--- src/reset_seq_pkg.sv ---
// constants for the device reset sequencer
// assumes a 40 MHz system clock; times are converted to cycle counts here
package reset_seq_pkg;

    localparam int unsigned CLK_HZ        = 40_000_000;
    localparam int unsigned POR_DELAY_US  = 250;
    localparam int unsigned HW_DELAY_US   = 250;
    localparam int unsigned SW_DELAY_NS   = 100;
    localparam int unsigned HW_PULSE_NS   = 20;

    // least times round up to whole cycles, never below one
    localparam int unsigned POR_DELAY_CYC = (POR_DELAY_US * (CLK_HZ / 1_000_000));
    localparam int unsigned HW_DELAY_CYC  = (HW_DELAY_US * (CLK_HZ / 1_000_000));
    localparam int unsigned SW_DELAY_RAW  = (SW_DELAY_NS * (CLK_HZ / 1_000_000) + 999) / 1000;
    localparam int unsigned SW_DELAY_CYC  = (SW_DELAY_RAW < 1) ? 1 : SW_DELAY_RAW;
    localparam int unsigned HW_PULSE_RAW  = (HW_PULSE_NS * (CLK_HZ / 1_000_000) + 999) / 1000;
    localparam int unsigned HW_PULSE_CYC  = (HW_PULSE_RAW < 1) ? 1 : HW_PULSE_RAW;

    localparam int unsigned CNT_W         = 14;
    localparam int unsigned ADDR_W        = 7;
    localparam int unsigned DATA_W        = 8;

    localparam logic [ADDR_W-1:0] ADDR_IF_CFG0   = 7'h00;
    localparam logic [ADDR_W-1:0] ADDR_IF_CFG1   = 7'h01;
    localparam logic [ADDR_W-1:0] ADDR_PWR_DOWN  = 7'h02;

    localparam int unsigned       SOFT_RESET_BIT = 7;
    localparam logic [DATA_W-1:0] IF_CFG0_RST    = 8'h00;
    localparam logic [DATA_W-1:0] IF_CFG1_RST    = 8'h00;
    // all-ones: every function block powered down
    localparam logic [DATA_W-1:0] PWR_DOWN_RST   = 8'hff;

    typedef enum logic [1:0] {
        ST_NOT_READY,
        ST_READY
    } seq_state_t;

endpackage

--- src/device_reset_sequencing.sv ---
// device reset sequencer: power-on, pin and software reset with ready delay
// assumes the host drives I_RESET_PIN_N asynchronously and register accesses
// arrive as one-cycle strobes on I_CLK_SYS
//
// Function
// RL1: power-on reset restores all register defaults
// RL2: host waits 250 us after power-on
// RL3: default mode is power-down, register 0x02
// RL4: host should pulse hardware reset after power-on
// RL5: reset pin low 20 ns starts reset
// RL6: hardware reset restores defaults, 250 us wait
// RL7: writing soft reset bit starts software reset
// RL8: soft reset spares 0x00, 0x01; 100 ns wait
// RL9: host resets device after supply drop
// RL10: below 2.7 V host must reset device
// RL11: accesses ignored until reset delay expires
`timescale 1ns/1ps

module device_reset_sequencing
    import reset_seq_pkg::*;
#(
    parameter int unsigned POR_CYC = POR_DELAY_CYC,
    parameter int unsigned HW_CYC  = HW_DELAY_CYC
)
(
    input  wire logic                             I_CLK_SYS,
    input  wire logic                             I_RESETN,
    input  wire logic                             I_RESET_PIN_N,
    input  wire logic                             I_WR,
    input  wire logic                             I_RD,
    input  wire logic [reset_seq_pkg::ADDR_W-1:0] I_ADDR,
    input  wire logic [reset_seq_pkg::DATA_W-1:0] I_WDATA,
    output logic      [reset_seq_pkg::DATA_W-1:0] O_RDATA,
    output logic                                  O_RVALID,
    output logic                                  O_READY,
    output logic      [reset_seq_pkg::DATA_W-1:0] O_PWR_DOWN
);
    import reset_seq_pkg::*;

    ////////////////////////////////////////////////////////////////////////
    // pin synchroniser and low-pulse qualification

    logic              pin_s1_q;
    logic              pin_s2_q;
    logic [CNT_W-1:0]  low_cnt_q;
    logic [CNT_W-1:0]  low_cnt_d;
    logic              hw_rst;

    always_ff @(posedge I_CLK_SYS or negedge I_RESETN)
    begin
        if (!I_RESETN)
        begin
            pin_s1_q <= 1'b1;
            pin_s2_q <= 1'b1;
        end
        else
        begin
            pin_s1_q <= I_RESET_PIN_N;
            pin_s2_q <= pin_s1_q;
        end
    end

    // RL5: low-time qualifier
    always_comb
    begin
        low_cnt_d = low_cnt_q;
        hw_rst    = 1'b0;
        if (pin_s2_q)
        begin
            low_cnt_d = '0;
        end
        else if (low_cnt_q < CNT_W'(HW_PULSE_CYC))
        begin
            low_cnt_d = low_cnt_q + CNT_W'(1);
        end
        if (!pin_s2_q && (low_cnt_q + CNT_W'(1) >= CNT_W'(HW_PULSE_CYC)))
        begin
            hw_rst = 1'b1;
        end
    end

    always_ff @(posedge I_CLK_SYS or negedge I_RESETN)
    begin
        if (!I_RESETN)
        begin
            low_cnt_q <= '0;
        end
        else
        begin
            low_cnt_q <= low_cnt_d;
        end
    end

    ////////////////////////////////////////////////////////////////////////
    // registers and ready sequencing

    seq_state_t        state_q;
    seq_state_t        state_d;
    logic [CNT_W-1:0]  wait_q;
    logic [CNT_W-1:0]  wait_d;
    logic [DATA_W-1:0] cfg0_q;
    logic [DATA_W-1:0] cfg0_d;
    logic [DATA_W-1:0] cfg1_q;
    logic [DATA_W-1:0] cfg1_d;
    logic [DATA_W-1:0] pwr_q;
    logic [DATA_W-1:0] pwr_d;
    logic [DATA_W-1:0] rdata_d;
    logic              rvalid_d;
    logic              soft_rst;

    function automatic logic [DATA_W-1:0] read_mux(
        input logic [ADDR_W-1:0] addr,
        input logic [DATA_W-1:0] c0,
        input logic [DATA_W-1:0] c1,
        input logic [DATA_W-1:0] pd
    );
        logic [DATA_W-1:0] v;
        v = '0;
        case (addr)
            ADDR_IF_CFG0:  v = c0;
            ADDR_IF_CFG1:  v = c1;
            ADDR_PWR_DOWN: v = pd;
            default:       v = '0;
        endcase
        return v;
    endfunction

    always_comb
    begin
        state_d  = state_q;
        wait_d   = wait_q;
        cfg0_d   = cfg0_q;
        cfg1_d   = cfg1_q;
        pwr_d    = pwr_q;
        rdata_d  = '0;
        rvalid_d = 1'b0;
        soft_rst = 1'b0;
        case (state_q)
            ST_NOT_READY:
            begin
                // RL11: accesses ignored, count down
                if (wait_q <= CNT_W'(1))
                begin
                    state_d = ST_READY;
                    wait_d  = '0;
                end
                else
                begin
                    wait_d = wait_q - CNT_W'(1);
                end
            end
            ST_READY:
            begin
                if (I_RD)
                begin
                    rdata_d  = read_mux(I_ADDR, cfg0_q, cfg1_q, pwr_q);
                    rvalid_d = 1'b1;
                end
                if (I_WR)
                begin
                    case (I_ADDR)
                        ADDR_IF_CFG0:
                        begin
                            // RL7: soft reset bit self-clears
                            cfg0_d = I_WDATA;
                            cfg0_d[SOFT_RESET_BIT] = 1'b0;
                            soft_rst = I_WDATA[SOFT_RESET_BIT];
                        end
                        ADDR_IF_CFG1:  cfg1_d = I_WDATA;
                        ADDR_PWR_DOWN: pwr_d  = I_WDATA;
                        default:       cfg1_d = cfg1_q;
                    endcase
                end
                if (soft_rst)
                begin
                    // RL8: spares config regs, short wait
                    pwr_d   = PWR_DOWN_RST;
                    state_d = ST_NOT_READY;
                    wait_d  = CNT_W'(SW_DELAY_CYC);
                end
            end
            default:
            begin
                state_d = ST_NOT_READY;
                wait_d  = CNT_W'(POR_CYC);
            end
        endcase
        // RL6: pin reset restores everything, long wait
        if (hw_rst)
        begin
            cfg0_d   = IF_CFG0_RST;
            cfg1_d   = IF_CFG1_RST;
            pwr_d    = PWR_DOWN_RST;
            state_d  = ST_NOT_READY;
            wait_d   = CNT_W'(HW_CYC);
            rdata_d  = '0;
            rvalid_d = 1'b0;
        end
    end

    // RL1: power-on defaults
    // RL3: power-down mode out of reset
    // RL2: power-on wait loaded
    always_ff @(posedge I_CLK_SYS or negedge I_RESETN)
    begin
        if (!I_RESETN)
        begin
            state_q    <= ST_NOT_READY;
            wait_q     <= CNT_W'(POR_CYC);
            cfg0_q     <= IF_CFG0_RST;
            cfg1_q     <= IF_CFG1_RST;
            pwr_q      <= PWR_DOWN_RST;
            O_RDATA    <= '0;
            O_RVALID   <= 1'b0;
            O_READY    <= 1'b0;
            O_PWR_DOWN <= PWR_DOWN_RST;
        end
        else
        begin
            state_q    <= state_d;
            wait_q     <= wait_d;
            cfg0_q     <= cfg0_d;
            cfg1_q     <= cfg1_d;
            pwr_q      <= pwr_d;
            O_RDATA    <= rdata_d;
            O_RVALID   <= rvalid_d;
            O_READY    <= (state_d == ST_READY);
            O_PWR_DOWN <= pwr_d;
        end
    end

endmodule

--- config.mk ---
export PLATFORM = sky130hd
export DESIGN_NAME = device_reset_sequencing
export DESIGN_NICKNAME = d
export VERILOG_FILES = /design/src/reset_seq_pkg.sv /design/src/device_reset_sequencing.sv
export SDC_FILE = /design/constraint.sdc
export NUM_CORES = 1
export LEC_CHECK = 0
export ABC_AREA = 0
export CORE_ASPECT_RATIO = 0.8
export CORE_MARGIN = 10
export CORE_UTILIZATION = 40
export DETAILED_ROUTE_END_ITERATION = 10
export DONT_BUFFER_PORTS = 1
export PLACE_DENSITY = 0.6
export SLEW_MARGIN = 10
export SYNTH_ARGS = -nofsm -noshare
export SYNTH_HDL_FRONTEND = slang
export SYNTH_SLANG_ARGS = --single-unit
--- constraint.sdc ---
create_clock -name I_CLK_SYS -period 2.2 [get_ports I_CLK_SYS]
set_clock_uncertainty 0.2 [all_clocks]
set_input_delay 0.11 -clock I_CLK_SYS [delete_from_list [all_inputs] [get_ports I_CLK_SYS]]
set_output_delay 0.11 -clock I_CLK_SYS [all_outputs]
set_load 0.02 [all_outputs]
# After elaboration in Yosys (flattened, before gate mapping)
# Cells that the tools add are included.
# classes
n_addsub	2
magnitude_cmp	3
eq_ne	5
mux	34
reduce_logical	14
# op_table
operator	count
$mux W8	16
$mux W14	5
$pmux W14 S2	1
$pmux W8 S3	1
$add A14 B1 Y14 const B	1
$ge A14 B1 Y1 const B	1
$le A14 B1 Y1 const B	1
$lt A14 B1 Y1 const B	1
$sub A14 B1 Y14 const B	1
$reduce_bool A2 Y1	5
$reduce_and A3 Y1	3
$eq A7 B1 Y1 const B	1
$eq A7 B2 Y1 const B	1
$logic_not A7 Y1	1
$mux W1	7
$mux W2	3
$reduce_bool A3 Y1	2
$eq A2 B1 Y1 const B	2
$pmux W2 S2	1
$ne A3 B3 Y1 const B	1
$logic_not A2 Y1	1
$logic_and A1 B1 Y1	1
$logic_not A1 Y1	1
# word_totals
ff_bits	66
in_bits	20
out_inout_bits	18
wordCells	69

# Longest topological paths before layout
# Gate-level depths: netlist (run 1).
# depth
word_depth	8
ltp_mapped	8
depth_no_buf	8

# Worst setup path before layout (run 1)
# Ideal clock, no wire load.
# synth_path
kind	flip-flop to flip-flop
startpoint	register low_cnt_q[1]
endpoint	register wait_q[10]
t_arrival_ns	2.072
setup_slack_ns	-0.158
path_stages_with_launch	8
period_less_slack_ns	2.358
path_cell_list	dfrtp_1 > nand2_1 > nor2_1 > or3_1 > a2111oi_0 > a31oi_1 > clkbuf_1 > a2111o_1
# synth_via
elab_chain_len	5
elab_cells_between_ends	6
classes_between	1 x add/sub; 1 x order compare; 1 x eq/ne; 2 x mux; 1 x reduce/logical
# synth_rtl
element	line	text
from (decl)	device_reset_sequencing.sv:45	logic [CNT_W-1:0] low_cnt_q;
from (signal assigned)	device_reset_sequencing.sv:90	low_cnt_q <= low_cnt_d;
$add A14 B1 Y14 *	device_reset_sequencing.sv:76	if (!pin_s2_q && (low_cnt_q + CNT_W'(1) >= CNT_W'(HW_PULSE_CYC)))
$ge A14 B1 Y1 *	device_reset_sequencing.sv:76	
$logic_and A1 B1 Y1 *	device_reset_sequencing.sv:76	
$mux W1 *	device_reset_sequencing.sv:76	
$ne A3 B3 Y1 (no line) or $mux W14 (tied branches)	-	
to (signal assigned)	device_reset_sequencing.sv:209	wait_q <= CNT_W'(POR_CYC);
to (signal assigned)	device_reset_sequencing.sv:221	wait_q <= wait_d;
to (decl)	device_reset_sequencing.sv:99	logic [CNT_W-1:0] wait_q;
# Mark *: on every way between the ends. The rest lies on a longest branch, timed or not.
# A chain may end at the register's enable or synchronous reset.

# Worst setup path in the final report (run 1)
# layout_path
startpoint	register low_cnt_q[1]
endpoint	register wait_q[13]
# Same word-level chain as after synthesis.

==> metrics, run 1 <==
worst setup path class=reg2reg; endpoints failing setup=0; top post-synthesis cells by area=sky130_fd_sc_hd__dfrtp_1 40%, sky130_fd_sc_hd__dfstp_2 13%, sky130_fd_sc_hd__mux2i_1 7.7%; critical path, cell by cell=nand2_2 -> nor2_2 -> or3_1 -> a2111oi_2 -> buf_4 -> a31oi_4 -> buf_12 -> a2111o_1; area overhead of the layout relative to synthesis=30.83%; maximum number of pins on one net before global-route repair=66; combinational fraction of design power=15.5%; cell with the largest stage delay on the worst path=sky130_fd_sc_hd__dfrtp_1; end-of-flow core utilization=54.46%; largest area contributor in the netlist=sky130_fd_sc_hd__dfrtp_1; highest fanout seen on the critical path=20; most repeated cell in the gate-level netlist after synthesis=sky130_fd_sc_hd__nor2_1; number of synthesis warnings=0; library cells used by synthesis=45; post-route DRC violation count=0; top achievable clock speed=455.5 MHz; number of global-route vias before repair=2,554; Cells after Synth=311; antenna violations before repair=0; sort of element at the start of the critical path=flop; number of enable-type register cells in the synthesized netlist=0; mean post-synth cell area=10.03 um2; final wirelength=7.995 mm; routed vias=2,568; H-tree levels=3; ANT nets after route=0; Global Route Usage Sum=13.75%; Final GP Congestion=0.8507; I/O pin count=38; slew at the pin closest to its max-slew limit=0.5593 ns; endpoint type of the worst setup path=flop; Min Clock Period, post-route=2.195 ns; hold path start=I_WDATA[7]; status=finished clean; register bit count reported by yosys=65; leakage=1.707 nW; layout cells sized above 1=24.01%; Synth Net Count=335; clk root buf=sky130_fd_sc_hd__clkbuf_8; FILL cells=676; WL/cell=16.52 um; TritonCTS clock tree=done; Clk pwr share=36.4%; overall die area=11,760 um2; detailed-router iteration count before antenna repair=4; horizontal die dimension=118.8 um; max_cap viols=0; delay of the slowest critical-path stage=0.41 ns; Post-synth top cells=52 x sky130_fd_sc_hd__nor2_1, 50 x sky130_fd_sc_hd__dfrtp_1, 24 x sky130_fd_sc_hd__mux2i_1, 24 x sky130_fd_sc_hd__nor3_1, 19 x sky130_fd_sc_hd__nand2_1; Slew Limit Fails=0; Worst Path Required=2.27 ns; share of the synthesized area in the top cell type=40.10%; net switching share of the total power=26.86%; ANT cells=0; drt via density=5.306; placeable core region=7497 um2; Slew Limit Headroom=62.59%; mapped cell area=3120 um2; initial DRC count=179; # clock sinks=65; maximum buffer depth of the clock tree=2; Die H=99 um; site row count=28; critical path arrival=2.27 ns; total CTS buffers=9; aggregate global routing overflow=0; overall power=0.002655 W; register area share after synthesis=52.73%; unrepaired setup endpoints after global routing=true; power density normalized to cell area=650.4 nW/um2; total internal power=0.001942 W; IO Port Bufs=0; source of the worst register-to-register timing path=low_cnt_q[1]; number of hold violations in the final report=0; Critical Path Source=low_cnt_q[1]; number of nets in the layout=399; switching power of the nets=0.0007132 W; Peak supply drop=0.4157 mV; part of the power in registers=48.1%; share of the cycle needed by the critical path after routing=99.79%; Clk Latency, worst-skew pair=0.35 ns; placed wire-length estimate after detailed placement=5.452 mm; first-pass GRT wire length=13.24 mm; share of synthesized flip-flops with an asynchronous set or reset=100.0%; effective utilization at floorplan=41.62%; hold crit path type=in2reg; clk slew on worst S/H paths=0.07 ns; predominant post-synthesis flop cell=sky130_fd_sc_hd__dfrtp_1
## critical path: cells and delay by family (launching register included)
kind | cells | cell delay (ns)
compound gates | 3 | 0.67
simple gates | 3 | 0.48
flops | 1 | 0.41
buf+inv | 2 | 0.35
## final timing paths
| path | to | slack, ns | depth (start not counted) |
|---|---|---|---|
| setup / recovery | wait_q[13] | 0.005 | 8 |
| hold / removal | pwr_q[2] | 0.03 | 3 |
| setup reg to reg | wait_q[13] | 0.005 | 8 |
| hold reg to reg | pin_s2_q | 0.16 | 0 |
| max in group asynchronous | pin_s1_q | 1.37 | 2 |
| min in group asynchronous | wait_q[7] | 0.09 | 2 |
## layout make-up
| cell class | count | area [um2] | share of cell area (%) |
|---|---|---|---|
| well taps | 105 | 131.4 | 3.218 |
| multi-input cells | 227 | 1489 | 36.47 |
| repair buffers | 65 | 605.6 | 14.83 |
| flip-flops and latches | 65 | 1647 | 40.33 |
| inverters | 7 | 26.28 | 0.6436 |
| clock inverters | 6 | 60.06 | 1.471 |
| clock buffers | 9 | 123.9 | 3.034 |
## cell families (layout without fill, tap and decap cells)
kind of cell / count (synthesis) / in the layout / synth area share [%]
adder cells (fa/ha/maj): 4 / 4 / 1.604
buffers and inverters: 19 / 87 / 2.807
XOR/XNOR: 3 / 3 / 0.8422
flip-flops: 65 / 65 / 52.73
other: 1 / 1 / 0.1202
AO/OA/AOI/OAI: 58 / 58 / 12.15
AND/OR/NAND/NOR: 137 / 137 / 22.05
multiplexers: 24 / 24 / 7.698
## layer usage
layer | global-route usage (%) | routed length (um) | vias up
li1 | - | - | 1244
met1 | 19.28 | 3763 | 1253
met2 | 19.85 | 3652 | 58
met3 | 3.706 | 461 | 13
met4 | 4.780 | 118 | 0
met5 | 0 | 0 | -
## power by group through the flow
stage | registers [W] | clock network [W] | logic, W
2_1_floorplan | 0.00129 | 0 | 0.000205
3_3_place_gp | 0.00129 | 0 | 0.000324
3_5_place_dp | 0.00129 | 0 | 0.000328
4_1_cts | 0.00127 | 0.000993 | 0.000400
5_1_grt | 0.00128 | 0.00104 | 0.000449
6_report | 0.00128 | 0.000967 | 0.000411
## sequential cells by signal, summed over array words and instances, names as in the netlist, 2 cells and up
name       count
low_cnt_q     14
cfg0_q         7
wait_q        14
state_q        2
O_RDATA        8
pwr_q          8
cfg1_q         8
## per-stage QoR
stage	instances	worst slack [ns]	hold WS (ns)	TNS, ns	instance area [um2]
after floorplan	311	0.007846	-0.3856	0	3131
after global placement	443	-0.006570	-0.3825	-0.01890	3542
after detailed placement	443	-0.01127	-0.3822	-0.01684	3542
after CTS	484	-0.01274	0.009585	-0.01607	4021
after global routing	484	-0.1046	0.04932	-0.9132	4083
final	484	0.004528	0.03086	0	4083
## repair_timing
action / in CTS / in global routing
endpoints found under the hold margin: 99 / 0
setup buffers: 1 / 0
pin swaps: 0 / 2
hold buffers: 25 / 0
resized for setup: 4 / 14
setup endpoints to repair: 4 / 40
## layout by cell type (no fill, tap or decap), types with 3 or more instances in the layout
master and n:
sky130_fd_sc_hd__o22ai_1 8, sky130_fd_sc_hd__buf_4 37, sky130_fd_sc_hd__nor3_2 3, sky130_fd_sc_hd__a2111o_1 3, sky130_fd_sc_hd__nor3_1 21, sky130_fd_sc_hd__ha_1 4
sky130_fd_sc_hd__nor4_4 4, sky130_fd_sc_hd__mux2i_1 24, sky130_fd_sc_hd__nand2_1 18, sky130_fd_sc_hd__dfrtp_1 49, sky130_fd_sc_hd__o21ai_0 7, sky130_fd_sc_hd__nor2b_1 13
sky130_fd_sc_hd__nor4_1 3, sky130_fd_sc_hd__clkinv_2 3, sky130_fd_sc_hd__nand4_1 4, sky130_fd_sc_hd__nor2_1 50, sky130_fd_sc_hd__inv_1 7, sky130_fd_sc_hd__nand3_1 6
sky130_fd_sc_hd__buf_12 3, sky130_fd_sc_hd__dlygate4sd3_1 24, sky130_fd_sc_hd__dfstp_2 15, sky130_fd_sc_hd__a21o_1 4, sky130_fd_sc_hd__clkbuf_8 9, sky130_fd_sc_hd__a21oi_1 18
Note: power is estimated with default switching activity, not from simulation.
==> run 2, diff against run 1 <==
--- a/config.mk
+++ b/config.mk
@@ -9,9 +9,11 @@
 export CORE_ASPECT_RATIO = 0.8
 export CORE_MARGIN = 10
 export CORE_UTILIZATION = 40
+export CTS_CLUSTER_DIAMETER = 200
 export DETAILED_ROUTE_END_ITERATION = 10
 export DONT_BUFFER_PORTS = 1
 export PLACE_DENSITY = 0.6
+export SETUP_SLACK_MARGIN = 0.02
 export SLEW_MARGIN = 10
 export SYNTH_ARGS = -nofsm -noshare
 export SYNTH_HDL_FRONTEND = slang
==> run 2 against run 1 <==
  * The run now ends with negative setup slack left
  * Hold slack gained 0.0065 ns
  * Final cell count up 1.0%
  * Sequential share of layout area shrank 1.2 points
  * Clock power increased by 4%
  * Routed wire length is 4.8% higher
  * First-iteration DRC count rose by 39%
  * Utilization is 1.7 points higher
  * Non-clock buffer count up 4
  * Power rose by 2.9%
  * Via count up 3.4%
  * Maximum frequency shrank 2.4%
  * Critical path type unchanged
  * Largest cell class unchanged
==> metrics, run 2 (synthesis results as in run 1) <==
status=complete, but fails checks; violated checks=negative setup slack; worst hold slack across all endpoints=0.03740 ns (+0.006531 ns); maximum number of pins on one net before global-route repair=66 (unchanged); Peak supply drop=0.3959 mV (-4.8%); slew at the pin closest to its max-slew limit=0.5730 ns (+0.01372 ns); Global Route Usage Sum=13.89% (+0.14 points); most frequent cells in the layout=49 x sky130_fd_sc_hd__dfrtp_1, 49 x sky130_fd_sc_hd__nor2_1, 38 x sky130_fd_sc_hd__buf_4; power density normalized to cell area=649.8 nW/um2 (about the same); cell with the largest stage delay on the worst path=sky130_fd_sc_hd__dfrtp_1; number of hold violations in the final report=0 (unchanged); leakage=1.741 nW (+2.0%); area occupied by multi-input gates=1565 um2 (+5.1%); antenna violations before repair=0 (unchanged); combinational fraction of design power=16.2% (+0.7 points); IO Port Bufs=0 (unchanged); Final GP Congestion=0.8006 (-5.9%); maximum buffer depth of the clock tree=2 (unchanged); net switching share of the total power=27.03% (+0.17 points); instance count along the most critical hold path=3 (unchanged); hold path start=I_WDATA[7]; top achievable clock speed=444.6 MHz (-2.4%); layout cells sized above 1=27.86% (+3.9 points); Die H=99 um (unchanged); number of nets in the layout=403 (+1.0%); worst path setup slack after routing=-0.04925 ns (-0.05377 ns); effective utilization at floorplan=41.62% (unchanged); ANT cells=0 (unchanged); delay of the slowest critical-path stage=0.40 ns (about the same); first-pass GRT wire length=13.26 mm (+0.15%); clk slew on worst S/H paths=0.07 ns (about the same); initial DRC count=248 (+39%); Setup Total Neg Slack=-0.1158 ns (-0.1158 ns); Hold Crit Endpoint=pwr_q[6]; hold crit path type=in2reg; Regs by FF count=low_cnt_q: 14 flops, wait_q: 14 flops; TritonCTS clock tree=done; CP Buf/Inv Count=4 (+2); Clk Latency, worst-skew pair=0.35 ns (about the same); post-route DRC violation count=0 (unchanged); number of cells traversed by the worst register-to-register path=9 (+1); share of the cycle needed by the critical path after routing=102.2% (+2.4 points); Worst Path Required=2.27 ns (about the same); site row count=28 (unchanged); Min Clock Period, post-route=2.249 ns (+0.05377 ns); Slew Limit Fails=0 (unchanged); Clk pwr share=37.1% (+0.7 points); drt via density=5.431 (+2.4%); critical path, cell by cell=buf_6 -> buf_4 -> nor2_1 -> a21oi_2 -> a2111oi_4 -> buf_4 -> a31oi_4 -> buf_12 -> a2111o_1; part of the power in registers=46.7% (-1.4 points); FILL cells=653 (-3.4%); number of global-route vias before repair=2,553 (-0.039%); end-of-flow core utilization=56.11% (+1.7 points); overall power=0.002733 W (+2.9%); WL/cell=17.13 um (+3.7%); placed wire-length estimate after detailed placement=5.379 mm (-1.3%); reg2reg setup slack=-0.05 ns (-0.05 ns); max_cap viols=0 (unchanged); Slew Limit Headroom=61.67% (-0.92 points); critical path arrival=2.32 ns (+0.05 ns); horizontal die dimension=118.8 um (unchanged); worst setup path class=reg2reg; placeable core region=7497 um2 (unchanged); overall die area=11,760 um2 (unchanged); total CTS buffers=9 (unchanged); switching power of the nets=0.0007388 W (+3.6%); Worst path most repeated cell=sky130_fd_sc_hd__buf_4; clk root buf=sky130_fd_sc_hd__clkbuf_8; aggregate global routing overflow=0 (unchanged); source of the worst register-to-register timing path=low_cnt_q[3]; ANT nets after route=0 (unchanged); area overhead of the layout relative to synthesis=34.80%; H-tree levels=3 (unchanged); routed vias=2,656 (+3.4%); final wirelength=8.376 mm (+4.8%); endpoints failing setup=3 (+3); # clock sinks=65 (unchanged); total internal power=0.001995 W (+2.7%); reg-to-reg endpoint=wait_q[13]; kind of cell adding the most delay to the critical path=compound AO/OA/AOI/OAI gates; endpoint type of the worst setup path=flop; detailed-router iteration count before antenna repair=5 (+1); unrepaired setup endpoints after global routing=true; highest fanout seen on the critical path=18 (-10%); register cell area after layout=1647 um2 (unchanged); sort of element at the start of the critical path=flop; I/O pin count=38 (unchanged)
-- run 2: worst max path at each step --
| stage | start | end | slack (ns) | cells past startpoint |
|---|---|---|---|---|
| floorplan | I_ADDR[3] | wait_q[10] | 0.008 | 7 |
| global placement | wait_q[0] | wait_q[9] | 0.01 | 6 |
| detailed placement | wait_q[0] | wait_q[7] | -0.12 | 7 |
| CTS | low_cnt_q[1] | wait_q[13] | -0.03 | 8 |
| global route | low_cnt_q[0] | wait_q[13] | -0.13 | 8 |
| finish | low_cnt_q[3] | wait_q[13] | -0.05 | 9 |
-- run 2: repair_timing --
| action | 4_1_cts | 5_1_grt |
|---|---|---|
| pin swaps | 0 | 5 |
| gates resized for setup | 6 | 27 |
| endpoints found under the hold margin | 99 | 0 |
| endpoints found under the setup margin | 14 | 41 |
| gates cloned | 0 | 1 |
| setup buffers | 0 | 6 |
| hold buffers | 25 | 0 |
-- run 2: layout make-up --
class,count,share of cell area [%]
Clock buffer,11,3.361
Tap cell,105,3.123
Multi-Input combinational cell,227,37.21
Clock inverter,5,1.309
Inverter,7,0.6246
Sequential cell,65,39.14
Timing Repair Buffer,69,15.23
-- run 2: worst reg2reg max path, cell delays in order, from the launching register on --
cell and delay (ns):
sky130_fd_sc_hd__dfrtp_1 0.40, sky130_fd_sc_hd__buf_6 0.13, sky130_fd_sc_hd__buf_4 0.13, sky130_fd_sc_hd__nor2_1 0.15
sky130_fd_sc_hd__a21oi_2 0.10, sky130_fd_sc_hd__a2111oi_4 0.31, sky130_fd_sc_hd__buf_4 0.17, sky130_fd_sc_hd__a31oi_4 0.11
sky130_fd_sc_hd__buf_12 0.18, sky130_fd_sc_hd__a2111o_1 0.30
-- run 2: per-layer routing --
layer | track usage (%) | wire length [um] | vias up
met5 | 0 | 0 | -
li1 | - | - | 1252
met4 | 4.217 | 78 | 0
met2 | 20.03 | 3793 | 98
met1 | 18.90 | 3872 | 1298
met3 | 5.131 | 631 | 8
-- run 2: power by group through the flow --
| stage | clock [W] | sequential [W] | combinational (W) |
|---|---|---|---|
| floorplan | 0 | 0.00129 | 0.000205 |
| global placement | 0 | 0.00129 | 0.000318 |
| detailed placement | 0 | 0.00129 | 0.000327 |
| CTS | 0.00104 | 0.00127 | 0.000397 |
| global route | 0.00109 | 0.00128 | 0.000481 |
| finish | 0.00101 | 0.00128 | 0.000443 |
-- run 2: per-stage QoR --
stage	instances	area, um2	setup slack, ns
global route	489	4207	-0.1329
detailed placement	442	3540	-0.1248
global placement	442	3540	0.01323
finish	489	4207	-0.04925
CTS	483	4038	-0.02886
floorplan	311	3136	0.007865
